===== src/rtl/pif_pkg.sv =====
/*
  constants, register map and carrier types of the peripheral interrupt flag block.
  assumes a 32-bit apb master on the core clock; only byte 0 of each word is used.
*/
package pif_pkg;

  // ************************************************************
  // register map
  // ************************************************************
  localparam logic [11:0] PIF_OFS_FLAG_1 = 12'h000;
  localparam logic [11:0] PIF_OFS_FLAG_2 = 12'h004;
  localparam logic [11:0] PIF_OFS_ENABLE_1 = 12'h008;
  localparam logic [11:0] PIF_OFS_ENABLE_2 = 12'h00C;
  localparam logic [11:0] PIF_OFS_CONTROL = 12'h010;
  localparam logic [11:0] PIF_OFS_EDGE_SEL = 12'h014;
  localparam logic [11:0] PIF_OFS_LEVELS = 12'h018;

  localparam logic [7:0] PIF_RST_REG = 8'h00;
  localparam logic [7:0] PIF_MASK_FLAG_1 = 8'h3F;
  localparam logic [7:0] PIF_MASK_FLAG_2 = 8'hDF;
  localparam logic [7:0] PIF_MASK_ENABLE_1 = 8'h3F;
  localparam logic [7:0] PIF_MASK_ENABLE_2 = 8'hDF;
  localparam logic [7:0] PIF_MASK_CONTROL = 8'h03;
  localparam logic [7:0] PIF_MASK_EDGE_SEL = 8'h3F;

  // control register fields
  localparam int PIF_BIT_GLOBAL_EN = 0;
  localparam int PIF_BIT_PERIPH_EN = 1;

  // edge select fields: pairs of rise/fall per monitored level
  localparam int PIF_BIT_OUT_OV_RISE = 0;
  localparam int PIF_BIT_OUT_OV_FALL = 1;
  localparam int PIF_BIT_IN_OV_RISE = 2;
  localparam int PIF_BIT_IN_OV_FALL = 3;
  localparam int PIF_BIT_IN_UV_RISE = 4;
  localparam int PIF_BIT_IN_UV_FALL = 5;

  // flag 2 positions of the edge-sensitive flags
  localparam int PIF_F2_OUT_OV = 3;
  localparam int PIF_F2_IN_OV = 1;
  localparam int PIF_F2_IN_UV = 0;

  localparam logic [31:0] PIF_RDATA_NONE = 32'h0000_0000;

  // ************************************************************
  // carrier types
  // ************************************************************
  typedef struct packed {
    logic bus_collision;
    logic serial_port;
    logic capcmp2;
    logic capcmp1;
    logic timer_b_match;
    logic timer_a_rollover;
  } pif_ev1_s;

  typedef struct packed {
    logic desat;
    logic adc_done;
    logic overtemp;
    logic gate_drive_uv;
  } pif_ev2_s;

  typedef struct packed {
    logic out_overvolt;
    logic in_overvolt;
    logic in_undervolt;
  } pif_lvl_s;

endpackage : pif_pkg


===== src/rtl/pif_edge_det.sv =====
/*
  edge selector for one monitored level.
  assumes the level is synchronous to clk.
*/
`timescale 1ns/1ps
module pif_edge_det
  import pif_pkg::*;
(
  // clock and reset
  input wire logic clk,
  input wire logic reset_n,
  // level and selects
  input wire logic level,
  input wire logic rise_sel,
  input wire logic fall_sel,
  // event out
  output logic edge_pulse
);
  logic level_q;
  wire rose = level & ~level_q;
  wire fell = ~level & level_q;

  always_ff @(posedge clk or negedge reset_n) begin
    if (!reset_n) begin
      level_q <= 1'b0;
    end else begin
      level_q <= level;
    end
  end

  // both selects set catch both edges
  assign edge_pulse = (rise_sel & rose) | (fall_sel & fell);

  edge_sel_a: assert property (@(posedge clk) disable iff (!reset_n)
    (rise_sel && level && !$past(level)) |-> edge_pulse) else $error("rise edge missed");
endmodule : pif_edge_det


===== src/rtl/pif_flag_reg.sv =====
/*
  one byte of sticky flags with software clear by writing zero.
  assumes event pulses and write strobe on clk.
*/
`timescale 1ns/1ps
module pif_flag_reg
  import pif_pkg::*;
(
  // clock and reset
  input wire logic clk,
  input wire logic reset_n,
  // events and write port
  input wire logic [7:0] event_in,
  input wire logic wr_en,
  input wire logic [7:0] wr_data,
  input wire logic [7:0] impl_mask,
  // state
  output logic [7:0] flags
);
  logic [7:0] next_flags;

  // set wins over a clear in the same cycle; writing 1 can also set a flag
  assign next_flags = ((wr_en ? wr_data : flags) | event_in) & impl_mask;

  always_ff @(posedge clk or negedge reset_n) begin
    if (!reset_n) begin
      flags <= PIF_RST_REG;
    end else begin
      flags <= next_flags;
    end
  end

  flag_sticky_a: assert property (@(posedge clk) disable iff (!reset_n)
    ($past(flags) != 8'h00 && !$past(wr_en)) |-> ((flags & $past(flags)) == $past(flags)))
    else $error("flag lost without write");
endmodule : pif_flag_reg


===== src/rtl/pif_top.sv =====
/*
  peripheral interrupt enable and flag registers with apb access.
  assumes event inputs are one-cycle pulses and levels synchronous to clk.
*/
`timescale 1ns/1ps
module pif_top
  import pif_pkg::*;
(
  // clock and reset
  input wire logic clk,
  input wire logic reset_n,
  // apb slave
  input wire logic psel,
  input wire logic penable,
  input wire logic pwrite,
  input wire logic [11:0] paddr,
  input wire logic [31:0] pwdata,
  input wire logic [3:0] pstrb,
  output logic [31:0] prdata,
  output logic pready,
  output logic pslverr,
  // peripheral events
  input wire pif_ev1_s ev1,
  input wire pif_ev2_s ev2,
  input wire pif_lvl_s levels,
  // core request
  output logic periph_irq
);

  // ************************************************************
  // bus decode
  // ************************************************************
  logic [7:0] periph_irq_enable_1;
  logic [7:0] periph_irq_enable_2;
  logic [7:0] control;
  logic [7:0] edge_sel;
  logic [7:0] periph_irq_flag_1;
  logic [7:0] periph_irq_flag_2;
  logic [31:0] next_prdata;

  wire access = psel & penable;
  wire wr_lane0 = access & pwrite & pstrb[0];
  wire hit_f1 = paddr == PIF_OFS_FLAG_1;
  wire hit_f2 = paddr == PIF_OFS_FLAG_2;
  wire hit_e1 = paddr == PIF_OFS_ENABLE_1;
  wire hit_e2 = paddr == PIF_OFS_ENABLE_2;
  wire hit_ct = paddr == PIF_OFS_CONTROL;
  wire hit_es = paddr == PIF_OFS_EDGE_SEL;
  wire hit_lv = paddr == PIF_OFS_LEVELS;
  wire mapped = hit_f1 | hit_f2 | hit_e1 | hit_e2 | hit_ct | hit_es | hit_lv;
  wire wr_f1 = wr_lane0 & hit_f1;
  wire wr_f2 = wr_lane0 & hit_f2;

  // zero-wait slave; unmapped addresses answer with an error
  assign pready = 1'b1;
  assign pslverr = access & ~mapped;

  // ************************************************************
  // writable registers
  // ************************************************************
  always_ff @(posedge clk or negedge reset_n) begin
    if (!reset_n) begin
      periph_irq_enable_1 <= PIF_RST_REG;
      periph_irq_enable_2 <= PIF_RST_REG;
      control <= PIF_RST_REG;
      edge_sel <= PIF_RST_REG;
    end else begin
      if (wr_lane0 && hit_e1) begin
        periph_irq_enable_1 <= pwdata[7:0] & PIF_MASK_ENABLE_1;
      end
      if (wr_lane0 && hit_e2) begin
        periph_irq_enable_2 <= pwdata[7:0] & PIF_MASK_ENABLE_2;
      end
      if (wr_lane0 && hit_ct) begin
        control <= pwdata[7:0] & PIF_MASK_CONTROL;
      end
      if (wr_lane0 && hit_es) begin
        edge_sel <= pwdata[7:0] & PIF_MASK_EDGE_SEL;
      end
    end
  end

  // ************************************************************
  // event shaping
  // ************************************************************
  logic out_ov_edge;
  logic in_ov_edge;
  logic in_uv_edge;

  pif_edge_det u_out_ov (
    .clk(clk), .reset_n(reset_n), .level(levels.out_overvolt),
    .rise_sel(edge_sel[PIF_BIT_OUT_OV_RISE]), .fall_sel(edge_sel[PIF_BIT_OUT_OV_FALL]),
    .edge_pulse(out_ov_edge)
  );
  pif_edge_det u_in_ov (
    .clk(clk), .reset_n(reset_n), .level(levels.in_overvolt),
    .rise_sel(edge_sel[PIF_BIT_IN_OV_RISE]), .fall_sel(edge_sel[PIF_BIT_IN_OV_FALL]),
    .edge_pulse(in_ov_edge)
  );
  pif_edge_det u_in_uv (
    .clk(clk), .reset_n(reset_n), .level(levels.in_undervolt),
    .rise_sel(edge_sel[PIF_BIT_IN_UV_RISE]), .fall_sel(edge_sel[PIF_BIT_IN_UV_FALL]),
    .edge_pulse(in_uv_edge)
  );

  // bits 7-6 of flag 1 stay zero; tx/rx sources are outside this block
  wire [7:0] ev_f1 = {2'b00, ev1};
  // bit 5 of flag 2 has no source
  wire [7:0] ev_f2 = {ev2.desat, ev2.adc_done, 1'b0, ev2.overtemp,
    out_ov_edge, ev2.gate_drive_uv, in_ov_edge, in_uv_edge};

  // ************************************************************
  // flag registers
  // ************************************************************
  pif_flag_reg u_flag_1 (
    .clk(clk), .reset_n(reset_n), .event_in(ev_f1), .wr_en(wr_f1),
    .wr_data(pwdata[7:0]), .impl_mask(PIF_MASK_FLAG_1), .flags(periph_irq_flag_1)
  );
  pif_flag_reg u_flag_2 (
    .clk(clk), .reset_n(reset_n), .event_in(ev_f2), .wr_en(wr_f2),
    .wr_data(pwdata[7:0]), .impl_mask(PIF_MASK_FLAG_2), .flags(periph_irq_flag_2)
  );

  // ************************************************************
  // request to the core
  // ************************************************************
  // per-bit enable of flag 2 sources
  wire [7:0] pend_2 = periph_irq_flag_2 & periph_irq_enable_2;
  wire [7:0] pend_1 = periph_irq_flag_1 & periph_irq_enable_1;
  wire any_pend = |{pend_1, pend_2};
  // clearing a stale flag before enabling avoids an immediate request
  assign periph_irq = any_pend & control[PIF_BIT_PERIPH_EN] & control[PIF_BIT_GLOBAL_EN];

  // ************************************************************
  // read data
  // ************************************************************
  function automatic logic [31:0] pif_word(input logic [7:0] b);
    pif_word = {24'h00_0000, b};
  endfunction : pif_word

  assign next_prdata =
    hit_f1 ? pif_word(periph_irq_flag_1) :
    hit_f2 ? pif_word(periph_irq_flag_2) :
    hit_e1 ? pif_word(periph_irq_enable_1) :
    hit_e2 ? pif_word(periph_irq_enable_2) :
    hit_ct ? pif_word(control) :
    hit_es ? pif_word(edge_sel) :
    hit_lv ? pif_word({5'b0_0000, levels}) : PIF_RDATA_NONE;

  // data output from a flop, captured in the setup cycle so it is valid in access
  always_ff @(posedge clk or negedge reset_n) begin
    if (!reset_n) begin
      prdata <= PIF_RDATA_NONE;
    end else if (psel && !penable && !pwrite) begin
      prdata <= next_prdata;
    end
  end

  // ************************************************************
  // checks
  // ************************************************************
  desat_gate_a: assert property (@(posedge clk) disable iff (!reset_n)
    (periph_irq_flag_2[7] && !periph_irq_enable_2[7] && pend_1 == 8'h00 && pend_2[6:0] == 7'h00)
    |-> !periph_irq) else $error("desat request not gated");
  adc_gate_a: assert property (@(posedge clk) disable iff (!reset_n)
    (periph_irq_flag_2[6] && periph_irq_enable_2[6] && control == PIF_MASK_CONTROL) |-> periph_irq)
    else $error("adc request missing");
  unimpl_zero_a: assert property (@(posedge clk) disable iff (!reset_n)
    !periph_irq_flag_2[5] && !periph_irq_enable_2[5] && periph_irq_flag_1[7:6] == 2'b00)
    else $error("unimplemented bit set");
  flag_set_a: assert property (@(posedge clk) disable iff (!reset_n)
    ev2.overtemp |=> periph_irq_flag_2[4]) else $error("overtemp flag not set");
  adc_set_a: assert property (@(posedge clk) disable iff (!reset_n)
    ev2.adc_done |=> periph_irq_flag_2[6]) else $error("adc flag not set");
  timer_set_a: assert property (@(posedge clk) disable iff (!reset_n)
    ev1.timer_a_rollover |=> periph_irq_flag_1[0]) else $error("rollover flag not set");
  periph_gate_a: assert property (@(posedge clk) disable iff (!reset_n)
    !control[PIF_BIT_PERIPH_EN] |-> !periph_irq) else $error("request without periph enable");
  uv_edge_a: assert property (@(posedge clk) disable iff (!reset_n)
    (edge_sel[PIF_BIT_IN_UV_FALL] && $fell(levels.in_undervolt)) |=> periph_irq_flag_2[0])
    else $error("uv fall edge not latched");
  irq_or_a: assert property (@(posedge clk) disable iff (!reset_n)
    periph_irq |-> (any_pend && control[PIF_BIT_GLOBAL_EN])) else $error("request without source");

  // per-source gating of flag 2: a lone flag requests only through its own enable
  for (genvar g = 0; g < 8; g++) begin : gen_gate_chk
    if (PIF_MASK_ENABLE_2[g]) begin : gen_impl
      bit_block_a: assert property (@(posedge clk) disable iff (!reset_n)
        (periph_irq_flag_2[g] && !periph_irq_enable_2[g] && pend_1 == 8'h00 && pend_2 == 8'h00)
        |-> !periph_irq) else $error("flag request not gated");
      bit_pass_a: assert property (@(posedge clk) disable iff (!reset_n)
        (periph_irq_flag_2[g] && periph_irq_enable_2[g] && control == PIF_MASK_CONTROL)
        |-> periph_irq) else $error("enabled flag did not request");
    end
  end

endmodule : pif_top


===== config.mk =====
export PLATFORM = sky130hd
export DESIGN_NAME = pif_top
export DESIGN_NICKNAME = d
export VERILOG_FILES = /design/src/rtl/pif_pkg.sv /design/src/rtl/pif_edge_det.sv /design/src/rtl/pif_flag_reg.sv /design/src/rtl/pif_top.sv
export SDC_FILE = /design/constraint.sdc
export NUM_CORES = 1
export LEC_CHECK = 0
export BUFFER_PORTS_ARGS = -buffer_cell sky130_fd_sc_hd__buf_2
export CAP_MARGIN = 10
export CORE_MARGIN = 2
export CORE_UTILIZATION = 45
export DETAILED_ROUTE_END_ITERATION = 10
export PLACE_DENSITY = 0.83
export SYNTH_ARGS = -nofsm -noshare
export SYNTH_HDL_FRONTEND = slang
export SYNTH_SLANG_ARGS = --single-unit

===== constraint.sdc =====
create_clock -name clk -period 1.3 [get_ports clk]
set_input_delay 0.065 -clock clk [delete_from_list [all_inputs] [get_ports clk]]
set_output_delay 0.065 -clock clk [all_outputs]
set_load 0.05 [all_outputs]

==> flow_summary.json, run 1 <==
{
  "crit_path_max_incr_delay_ps": 550,
  "grt_overflow": 0,
  "rows": 27,
  "grt_max_degree": 46,
  "setup_viol": 39,
  "fin_worst_skew_ps": 4.66,
  "n_antenna_cell": 0,
  "drt-initial-drc-count": 218,
  "worstPathMaxFanout": 3,
  "grtUsageTotal_pct": 27.5,
  "slew_headroom_pct": 48.2,
  "worstPathBufferInverterCount": 1,
  "cts-root-buf": "clkbuf_8",
  "die_area_mm2": 0.00633,
  "n_fill_cell": 391,
  "ys.warnings.count": 0,
  "dp_slack_ps": -744,
  "whs_ps": 6.91,
  "clockBufferDepth": 2,
  "r2r_slack_ps": -110,
  "final_common_cell": "buf_4",
  "ys_async_sr_fraction_pct": 100,
  "cp_cell_sequence": "buf_6 > or4_4 > or4_4 > or3_4 > mux2_4",
  "antenna_found_initial": 0,
  "path_common_cell": "or4_4",
  "status": "finished, violations left",
  "ys_types": 45,
  "leakagePower_nw": 1.73,
  "die_x_um": 79.6,
  "rsz0062_at_grt": "yes",
  "ir_drop_uv": 520,
  "wire_per_inst_um": 19.8,
  "vias": 2547,
  "drive_gt1_share_pct": 47.1,
  "first_pass_iters": 5,
  "setup-tns-final_ps": -10940,
  "die_y_um": 79.6,
  "cts.sinks": 45,
  "cts_buffers": 5,
  "portBuffers": 48,
  "layout_common_cells": "buf_4, dfrtp_1, buf_2",
  "path_delay_family": "simple AND/OR/NAND/NOR gates",
  "violations": "setup timing",
  "viasPerCell": 5.86,
  "antenna_left": 0,
  "synth_area_mm2": 0.00257,
  "multiInputGateArea_mm2": 0.00153,
  "postSynthCellCount": 254,
  "synth_edf_count": 0,
  "insertion_delay_ps": 310,
  "period_share_pct": 130,
  "synthDominantCellAreaShare_pct": 43.8,
  "max_freq_ghz": 0.593,
  "period_minus_slack_ps": 1680,
  "area_delta_synth_final_pct": 45.8,
  "yosysSeqAreaShare_pct": 43.8,
  "htree_levels": 2,
  "hpwlAfterDp_um": 5350,
  "worstPathArrival_ps": 1890,
  "io-pin-count": 101,
  "placed_cell_area_mm2": 0.00315,
  "final_area_mm2": 0.00375,
  "place_congestion": 0.916,
  "design.core.area_mm2": 0.00551,
  "crit_type": "primary input to flip-flop",
  "fin_nets": 428,
  "regArea_mm2": 0.00113,
  "holdCritPathClass": "primary input to flip-flop",
  "worst_pin_slew_ps": 777,
  "slowest_stage": "or4_4",
  "yosysTopAreaCell": "dfrtp_1",
  "initial_core_util_pct": 46.7,
  "slew_violations": 0,
  "first_global_vias": 2477,
  "clk_pin_slew_ps": 90,
  "start_kind": "primary input",
  "final_hold_viol_count": 0,
  "p_per_area_mw_per_mm2": 779,
  "wirelength_um": 8610,
  "cp.required_ps": 1500,
  "synth_seq_cells": 45,
  "worst_setup_path_end_kind": "flip-flop",
  "grt_pass1_wl_um": 13000,
  "synthTopCellsByArea": "dfrtp_1, mux2_2, buf_4",
  "cts_tree": "done",
  "syn_area_per_cell_um2": 10.1,
  "setup_slack_ps": -385,
  "max-cap-violations": 0,
  "ys.flop_type": "dfrtp_1",
  "drcViolationCount": 0
}
-- worst register-to-register path: stages, from the launching register on --
cell	delay (ps)
dfrtp_1	420
buf_4	150
mux4_2	480
mux2i_2	190
o21ai_1	80
-- sequential cells by signal (all words and copies together) (netlist names) --
name / cells
periph_irq_enable_2: 7
u_in_uv.level_q: 1
u_out_ov.level_q: 1
periph_irq_enable_1: 6
prdata: 8
u_in_ov.level_q: 1
u_flag_2.flags: 7
u_flag_1.flags: 6
edge_sel: 6
control: 2
-- metrics by stage --
step                total power [mW]  util (%)  cells
finish                          2.92      68.1    435
global route                    3.03      68.1    435
CTS                             2.88      66.4    431
detailed placement              1.94      57.3    405
global placement                1.94      57.3    405
floorplan                       1.79         -    277
-- repair_timing --
action / CTS / global route
pin swaps: 3 / 15
hold buffers: 14 / 0
gates resized for setup: 39 / 18
cloned: 1 / 0
buffers inserted: 3 / 4
endpoints found under the setup margin: 39 / 44
hold endpoints to repair: 58 / 0
-- path summary, 6_finish.rpt --
kind / from / end / depth (start not counted)
worst max register to register: u_flag_2.flags[2] / prdata[2] / 4
worst min-delay path: pwdata[6] / periph_irq_enable_2[6] / 2
worst max-delay path: paddr[0] / control[0] / 5
worst min register to register: prdata[7] / prdata[7] / 2
min in group asynchronous: reset_n / prdata[3] / 3
max in group asynchronous: reset_n / edge_sel[0] / 3
-- cells by family (layout without fill, tap and decap cells) --
group / after synthesis / in the layout / share of synthesized area [%]
and+or+nand+nor: 69 / 69 / 14.0
other: 2 / 25 / 0.292
AOI/OAI and AO/OA: 61 / 61 / 17.6
muxes: 31 / 31 / 13.9
buffers and inverters: 46 / 132 / 10.4
DFF: 45 / 45 / 43.8
-- report_power, final --
group	switching, mW	total [mW]	internal (mW)
combinational	0.403	0.598	0.195
sequential	0.00489	1.41	1.41
clock	0.530	0.912	0.382
total	0.938	2.92	1.98
-- cell usage after synthesis (3+ instances only) --
| cell | number |
|---|---|
| dfrtp_1 | 45 |
| nand2_1 | 32 |
| buf_4 | 25 |
| mux2_2 | 20 |
| o31ai_1 | 15 |
| a41oi_1 | 13 |
| clkbuf_1 | 13 |
| o21ai_0 | 12 |
| mux2i_1 | 8 |
| nand2b_1 | 5 |
| nor2_1 | 5 |
| nor2b_1 | 5 |
| a32oi_1 | 4 |
| a21oi_1 | 3 |
| a22o_1 | 3 |
| inv_1 | 3 |
| nand3b_1 | 3 |
| nor4_1 | 3 |
-- layer usage --
layer	GRT usage (%)	vias up	wire, um
met4	14.5	0	389
li1	-	1102	-
met5	0	-	0
met2	45.8	180	4190
met3	5.09	39	694
met1	33.8	1226	3340
-- layout make-up --
class,instances,area share (%)
inverter,5,0.501
tap,72,2.40
sequential,45,30.1
timing repair buffer,119,23.8
clock inverter,3,0.568
clock buffer,5,1.84
multi-input combinational,186,40.8
Note: power is estimated with default switching activity, not from simulation.
==> run 2, diff against run 1 <==
Settings changed: CELL_PAD_IN_SITES_DETAIL_PLACEMENT set to 0, CELL_PAD_IN_SITES_GLOBAL_PLACEMENT set to 1, CORE_UTILIZATION 45 to 36, PLACE_DENSITY 0.83 to 0.88.
==> run 2 against run 1 <==
Compared with the run above:
- the flow finishes with violations (hold timing, setup timing)
- via count down 6.9%
- die area is 24% higher
- global-route usage fell by 7.2 points
- critical path depth is the same
- design area up 0.70%
- clock power rose by 25%
- non-clock buffer count shrank 6
- sequential share of layout area is 0.18 points lower
- setup slack worse by 10 ps
- sequential power hardly changed
- flip-flop and latch count stayed put
- routed wire length is 8.6% lower
- critical endpoint is now control[1]
- largest cell class unchanged
- largest power group unchanged
==> flow_summary.json, run 2 (synthesis gave the netlist of run 1 again) <==
{
  "rsz0062_at_grt": "yes",
  "worstReg2RegEnd": "prdata[2]",
  "rr_startpoint": "u_flag_1.flags[2]",
  "viasPerCell": 5.24,
  "holdCritPathClass": "primary input to flip-flop",
  "drcViolationCount": 0,
  "period_minus_slack_ps": 1700,
  "slew_violations": 0,
  "instances_no_fill": 453,
  "grt_overflow": 0,
  "final_hold_viol_count": 1,
  "r2r_slack_ps": 0,
  "cts-root-buf": "clkbuf_8",
  "slowest_stage": "or4_4",
  "cts_buffers": 5,
  "hpwlAfterDp_um": 5320,
  "reg2reg_depth": 3,
  "fin_util_pct": 54.9,
  "portBuffers": 48,
  "leakagePower_nw": 1.75,
  "worst_setup_path_end_kind": "flip-flop",
  "insertion_delay_ps": 310,
  "fin_nets": 422,
  "design.core.area_mm2": 0.00687,
  "antenna_found_initial": 0,
  "clk_pin_slew_ps": 90,
  "die_area_mm2": 0.00783,
  "ir_drop_uv": 437,
  "worstPathMaxFanout": 3,
  "place_congestion": 0.862,
  "first_pass_iters": 4,
  "io-pin-count": 101,
  "path_common_cell": "or4_4",
  "die_y_um": 88.5,
  "n_antenna_cell": 0,
  "place_inst": 426,
  "area_delta_synth_final_pct": 46.8,
  "htree_levels": 2,
  "fin_worst_skew_ps": 6.30,
  "max-cap-violations": 0,
  "final_common_cell": "buf_2",
  "final_area_mm2": 0.00377,
  "worst-path-stages": 5,
  "crit_path_max_incr_delay_ps": 550,
  "crit_type": "primary input to flip-flop",
  "antenna_left": 0,
  "setup_viol": 37,
  "initial_core_util_pct": 37.4,
  "worstPathBufferInverterCount": 1,
  "layout_common_cells": "buf_2, dfrtp_1, buf_4",
  "n_fill_cell": 586,
  "p_per_area_mw_per_mm2": 830,
  "worstPathArrival_ps": 1890,
  "largest_reg_flops": 8,
  "top_regs": "prdata (8), periph_irq_enable_2 (7), u_flag_2.flags (7)",
  "setup-tns-final_ps": -10250,
  "cp_cell_sequence": "buf_6 > or4_4 > or4_4 > or3_4 > mux2_4",
  "start_kind": "primary input",
  "wirelength_um": 7880,
  "wire_per_inst_um": 17.4,
  "rows": 30,
  "vias": 2372,
  "startpoint": "paddr[0]",
  "total_power_mw": 3.13,
  "regMostFlops": "prdata",
  "setup_slack_ps": -395,
  "cts_tree": "done",
  "period_share_pct": 130,
  "grt_max_degree": 46,
  "cp.required_ps": 1500,
  "clockBufferDepth": 2,
  "drive_gt1_share_pct": 46.8,
  "path_delay_family": "simple AND/OR/NAND/NOR gates",
  "first_global_vias": 2284,
  "max_freq_ghz": 0.590,
  "dp_slack_ps": -739,
  "grt_pass1_wl_um": 11800,
  "placed_cell_area_mm2": 0.00319,
  "whs_ps": -0.587,
  "drt-initial-drc-count": 188,
  "status": "finished, violations left",
  "violations": "hold timing, setup timing",
  "grtUsageTotal_pct": 20.3,
  "cp-endpoint": "control[1]",
  "cts.sinks": 45,
  "die_x_um": 88.5
}
-- run 2: where the power goes --
part	switching (mW)	internal (mW)
clock	0.512	0.628
combinational	0.383	0.198
sequential	0.00525	1.41
-- run 2: timing repair --
action | in CTS | in global routing
setup buffers | 3 | 3
setup endpoints to repair | 39 | 43
gates cloned | 1 | 0
hold buffers | 14 | 0
hold endpoints to repair | 58 | 0
resized for setup | 24 | 44
pin swaps | 3 | 3
-- run 2: how the worst min path moves through the flow --
stage	endpoint	startpoint	depth (start not counted)	slack (ps)
floorplan	control[0]	reset_n	0	-230
detailed placement	prdata[4]	reset_n	2	60
finish	periph_irq_enable_2[7]	pwdata[7]	2	-0.6
global placement	prdata[6]	reset_n	2	60
CTS	periph_irq_enable_2[7]	pwdata[7]	2	2
global route	periph_irq_enable_2[6]	pwdata[6]	2	10
-- run 2: per-layer routing --
metal,GRT usage [%],part of all wire (%)
met1,28.1,43
met2,31.9,48
met3,4.10,7.2
met4,6.75,1.5
met5,0,0
-- run 2: layout make-up --
cell class                 instances  area (um2)  area share [%]
timing repair buffer             113         878            23.3
tap                               96         120            3.18
sequential                        45        1130            29.9
inverter                           5        18.8           0.497
clock buffer                       7        86.3            2.29
multi-input combinational        186        1510            40.1
clock inverter                     1        30.0           0.796
==> run 3, diff against run 2 <==
Settings changed: RECOVER_POWER set to 25.
==> run 3 against run 2 <==
Compared with the run above:
- the run ends with setup timing left
- die area did not move
- sequential power barely moved
- worst hold slack improved by 2.5 ps
- core utilization fell by 0.18 points
- non-clock buffer count did not move
- combinational power fell by 0.9%
- largest power group unchanged
==> flow_summary.json, run 3 (synthesis gave the netlist of run 1 again) <==
{
  "status": "finished, violations left",
  "violations": "setup timing",
  "cts-root-buf": "clkbuf_8",
  "leakagePower_nw": 1.74,
  "htree_levels": 2,
  "fin_util_pct": 54.8,
  "top_regs": "prdata (8), periph_irq_enable_2 (7), u_flag_2.flags (7)",
  "first_pass_iters": 4,
  "drcViolationCount": 0,
  "grt_pass1_wl_um": 11800,
  "worstPathArrival_ps": 1890,
  "setup_slack_ps": -398,
  "hpwlAfterDp_um": 5320,
  "grt_max_degree": 46,
  "period_share_pct": 131,
  "antenna_found_initial": 0,
  "initial_core_util_pct": 37.4,
  "drive_gt1_share_pct": 46.8,
  "antenna_left": 0,
  "n_antenna_cell": 0,
  "insertion_delay_ps": 310,
  "design.core.area_mm2": 0.00687,
  "wire_per_inst_um": 17.4,
  "cp.required_ps": 1490,
  "slew_violations": 0,
  "largest_reg_flops": 8,
  "worstPathMaxFanout": 3,
  "cts_buffers": 5,
  "vias": 2363,
  "cts_tree": "done",
  "setup_viol": 37,
  "p_per_area_mw_per_mm2": 829,
  "area_delta_synth_final_pct": 46.3,
  "clk_pin_slew_ps": 90,
  "layout_common_cells": "buf_2, dfrtp_1, buf_4",
  "worst_setup_path_end_kind": "flip-flop",
  "clockBufferDepth": 2,
  "fin_nets": 422,
  "final_hold_viol_count": 0,
  "cts.sinks": 45,
  "rsz0062_at_grt": "yes",
  "slew_headroom_pct": 57.6,
  "worst_pin_slew_ps": 636,
  "rows": 30,
  "die_y_um": 88.5,
  "max-cap-violations": 0,
  "place_congestion": 0.862,
  "regMostFlops": "prdata",
  "final_common_cell": "buf_2",
  "grt_overflow": 0,
  "n_fill_cell": 587,
  "viasPerCell": 5.22,
  "max_freq_ghz": 0.589,
  "grtUsageTotal_pct": 20.3,
  "first_global_vias": 2284,
  "fin_worst_skew_ps": 5.26,
  "dp_slack_ps": -739,
  "period_minus_slack_ps": 1700,
  "die_area_mm2": 0.00783,
  "drt-initial-drc-count": 187,
  "io-pin-count": 101,
  "ir_drop_uv": 437,
  "start_kind": "primary input",
  "portBuffers": 48,
  "setup-tns-final_ps": -10370,
  "die_x_um": 88.5,
  "holdCritPathClass": "primary input to flip-flop",
  "crit_type": "primary input to flip-flop",
  "wirelength_um": 7890
}
-- run 3: critical path, stage by stage --
cell and delay (ps):
buf_6 90, or4_4 550, or4_4 520, or3_4 360, mux2_4 300
-- run 3: timing repair --
item                                    4_1_cts  5_1_grt
resized for setup                            24       44
endpoints found under the hold margin        58        0
hold buffers                                 14        0
endpoints found under the setup margin       39       43
buffers inserted                              3        3
cloned                                        1        0
pin swaps                                     3        3
-- run 3: layer usage --
metal  GRT usage, %  vias up  part of all wire, %
met1           28.1     1157                   45
met4           6.75        0                  1.5
met5              0        -                    0
met2           31.9       95                   48
li1               -     1100                    -
met3           4.10       11                  6.1
-- run 3: area by class of cell --
| type | count | area, um2 | share of cell area [%] |
|---|---|---|---|
| Clock buffer | 7 | 86.3 | 2.30 |
| Clock inverter | 1 | 30.0 | 0.798 |
| Inverter | 5 | 18.8 | 0.499 |
| Multi-Input combinational cell | 186 | 1510 | 40.2 |
| Sequential cell | 45 | 1130 | 30.0 |
| Tap cell | 96 | 120 | 3.19 |
| Timing Repair Buffer | 113 | 866 | 23.0 |
-- run 3: worst paths after layout --
check | startpoint | end | slack [ps] | cells after the start
max | paddr[0] | control[1] | -400 | 5
min | pwdata[7] | periph_irq_enable_2[7] | 2 | 2
max reg2reg | u_flag_1.flags[2] | prdata[2] | 0 | 3
min reg2reg | prdata[6] | prdata[6] | 480 | 2
max in group asynchronous | reset_n | u_flag_1.flags[2] | 420 | 3
min in group asynchronous | reset_n | prdata[3] | 410 | 3
-- run 3: metrics by stage --
stage	cells	hold WS [ps]	instance area, um2	total power [mW]
final	453	1.89	3760	3.12
after global routing	453	13.6	3760	3.22
after CTS	451	2.35	3590	3.11
after detailed placement	426	64.7	3190	1.95
after global placement	426	62.9	3190	1.94
after floorplan	277	-231	2680	1.79
-- run 3: where the power goes --
group	leakage, nW	internal (mW)	switching (mW)
Sequential	0.567	1.41	0.00493
Combinational	1.12	0.194	0.382
Clock	0.0585	0.628	0.505
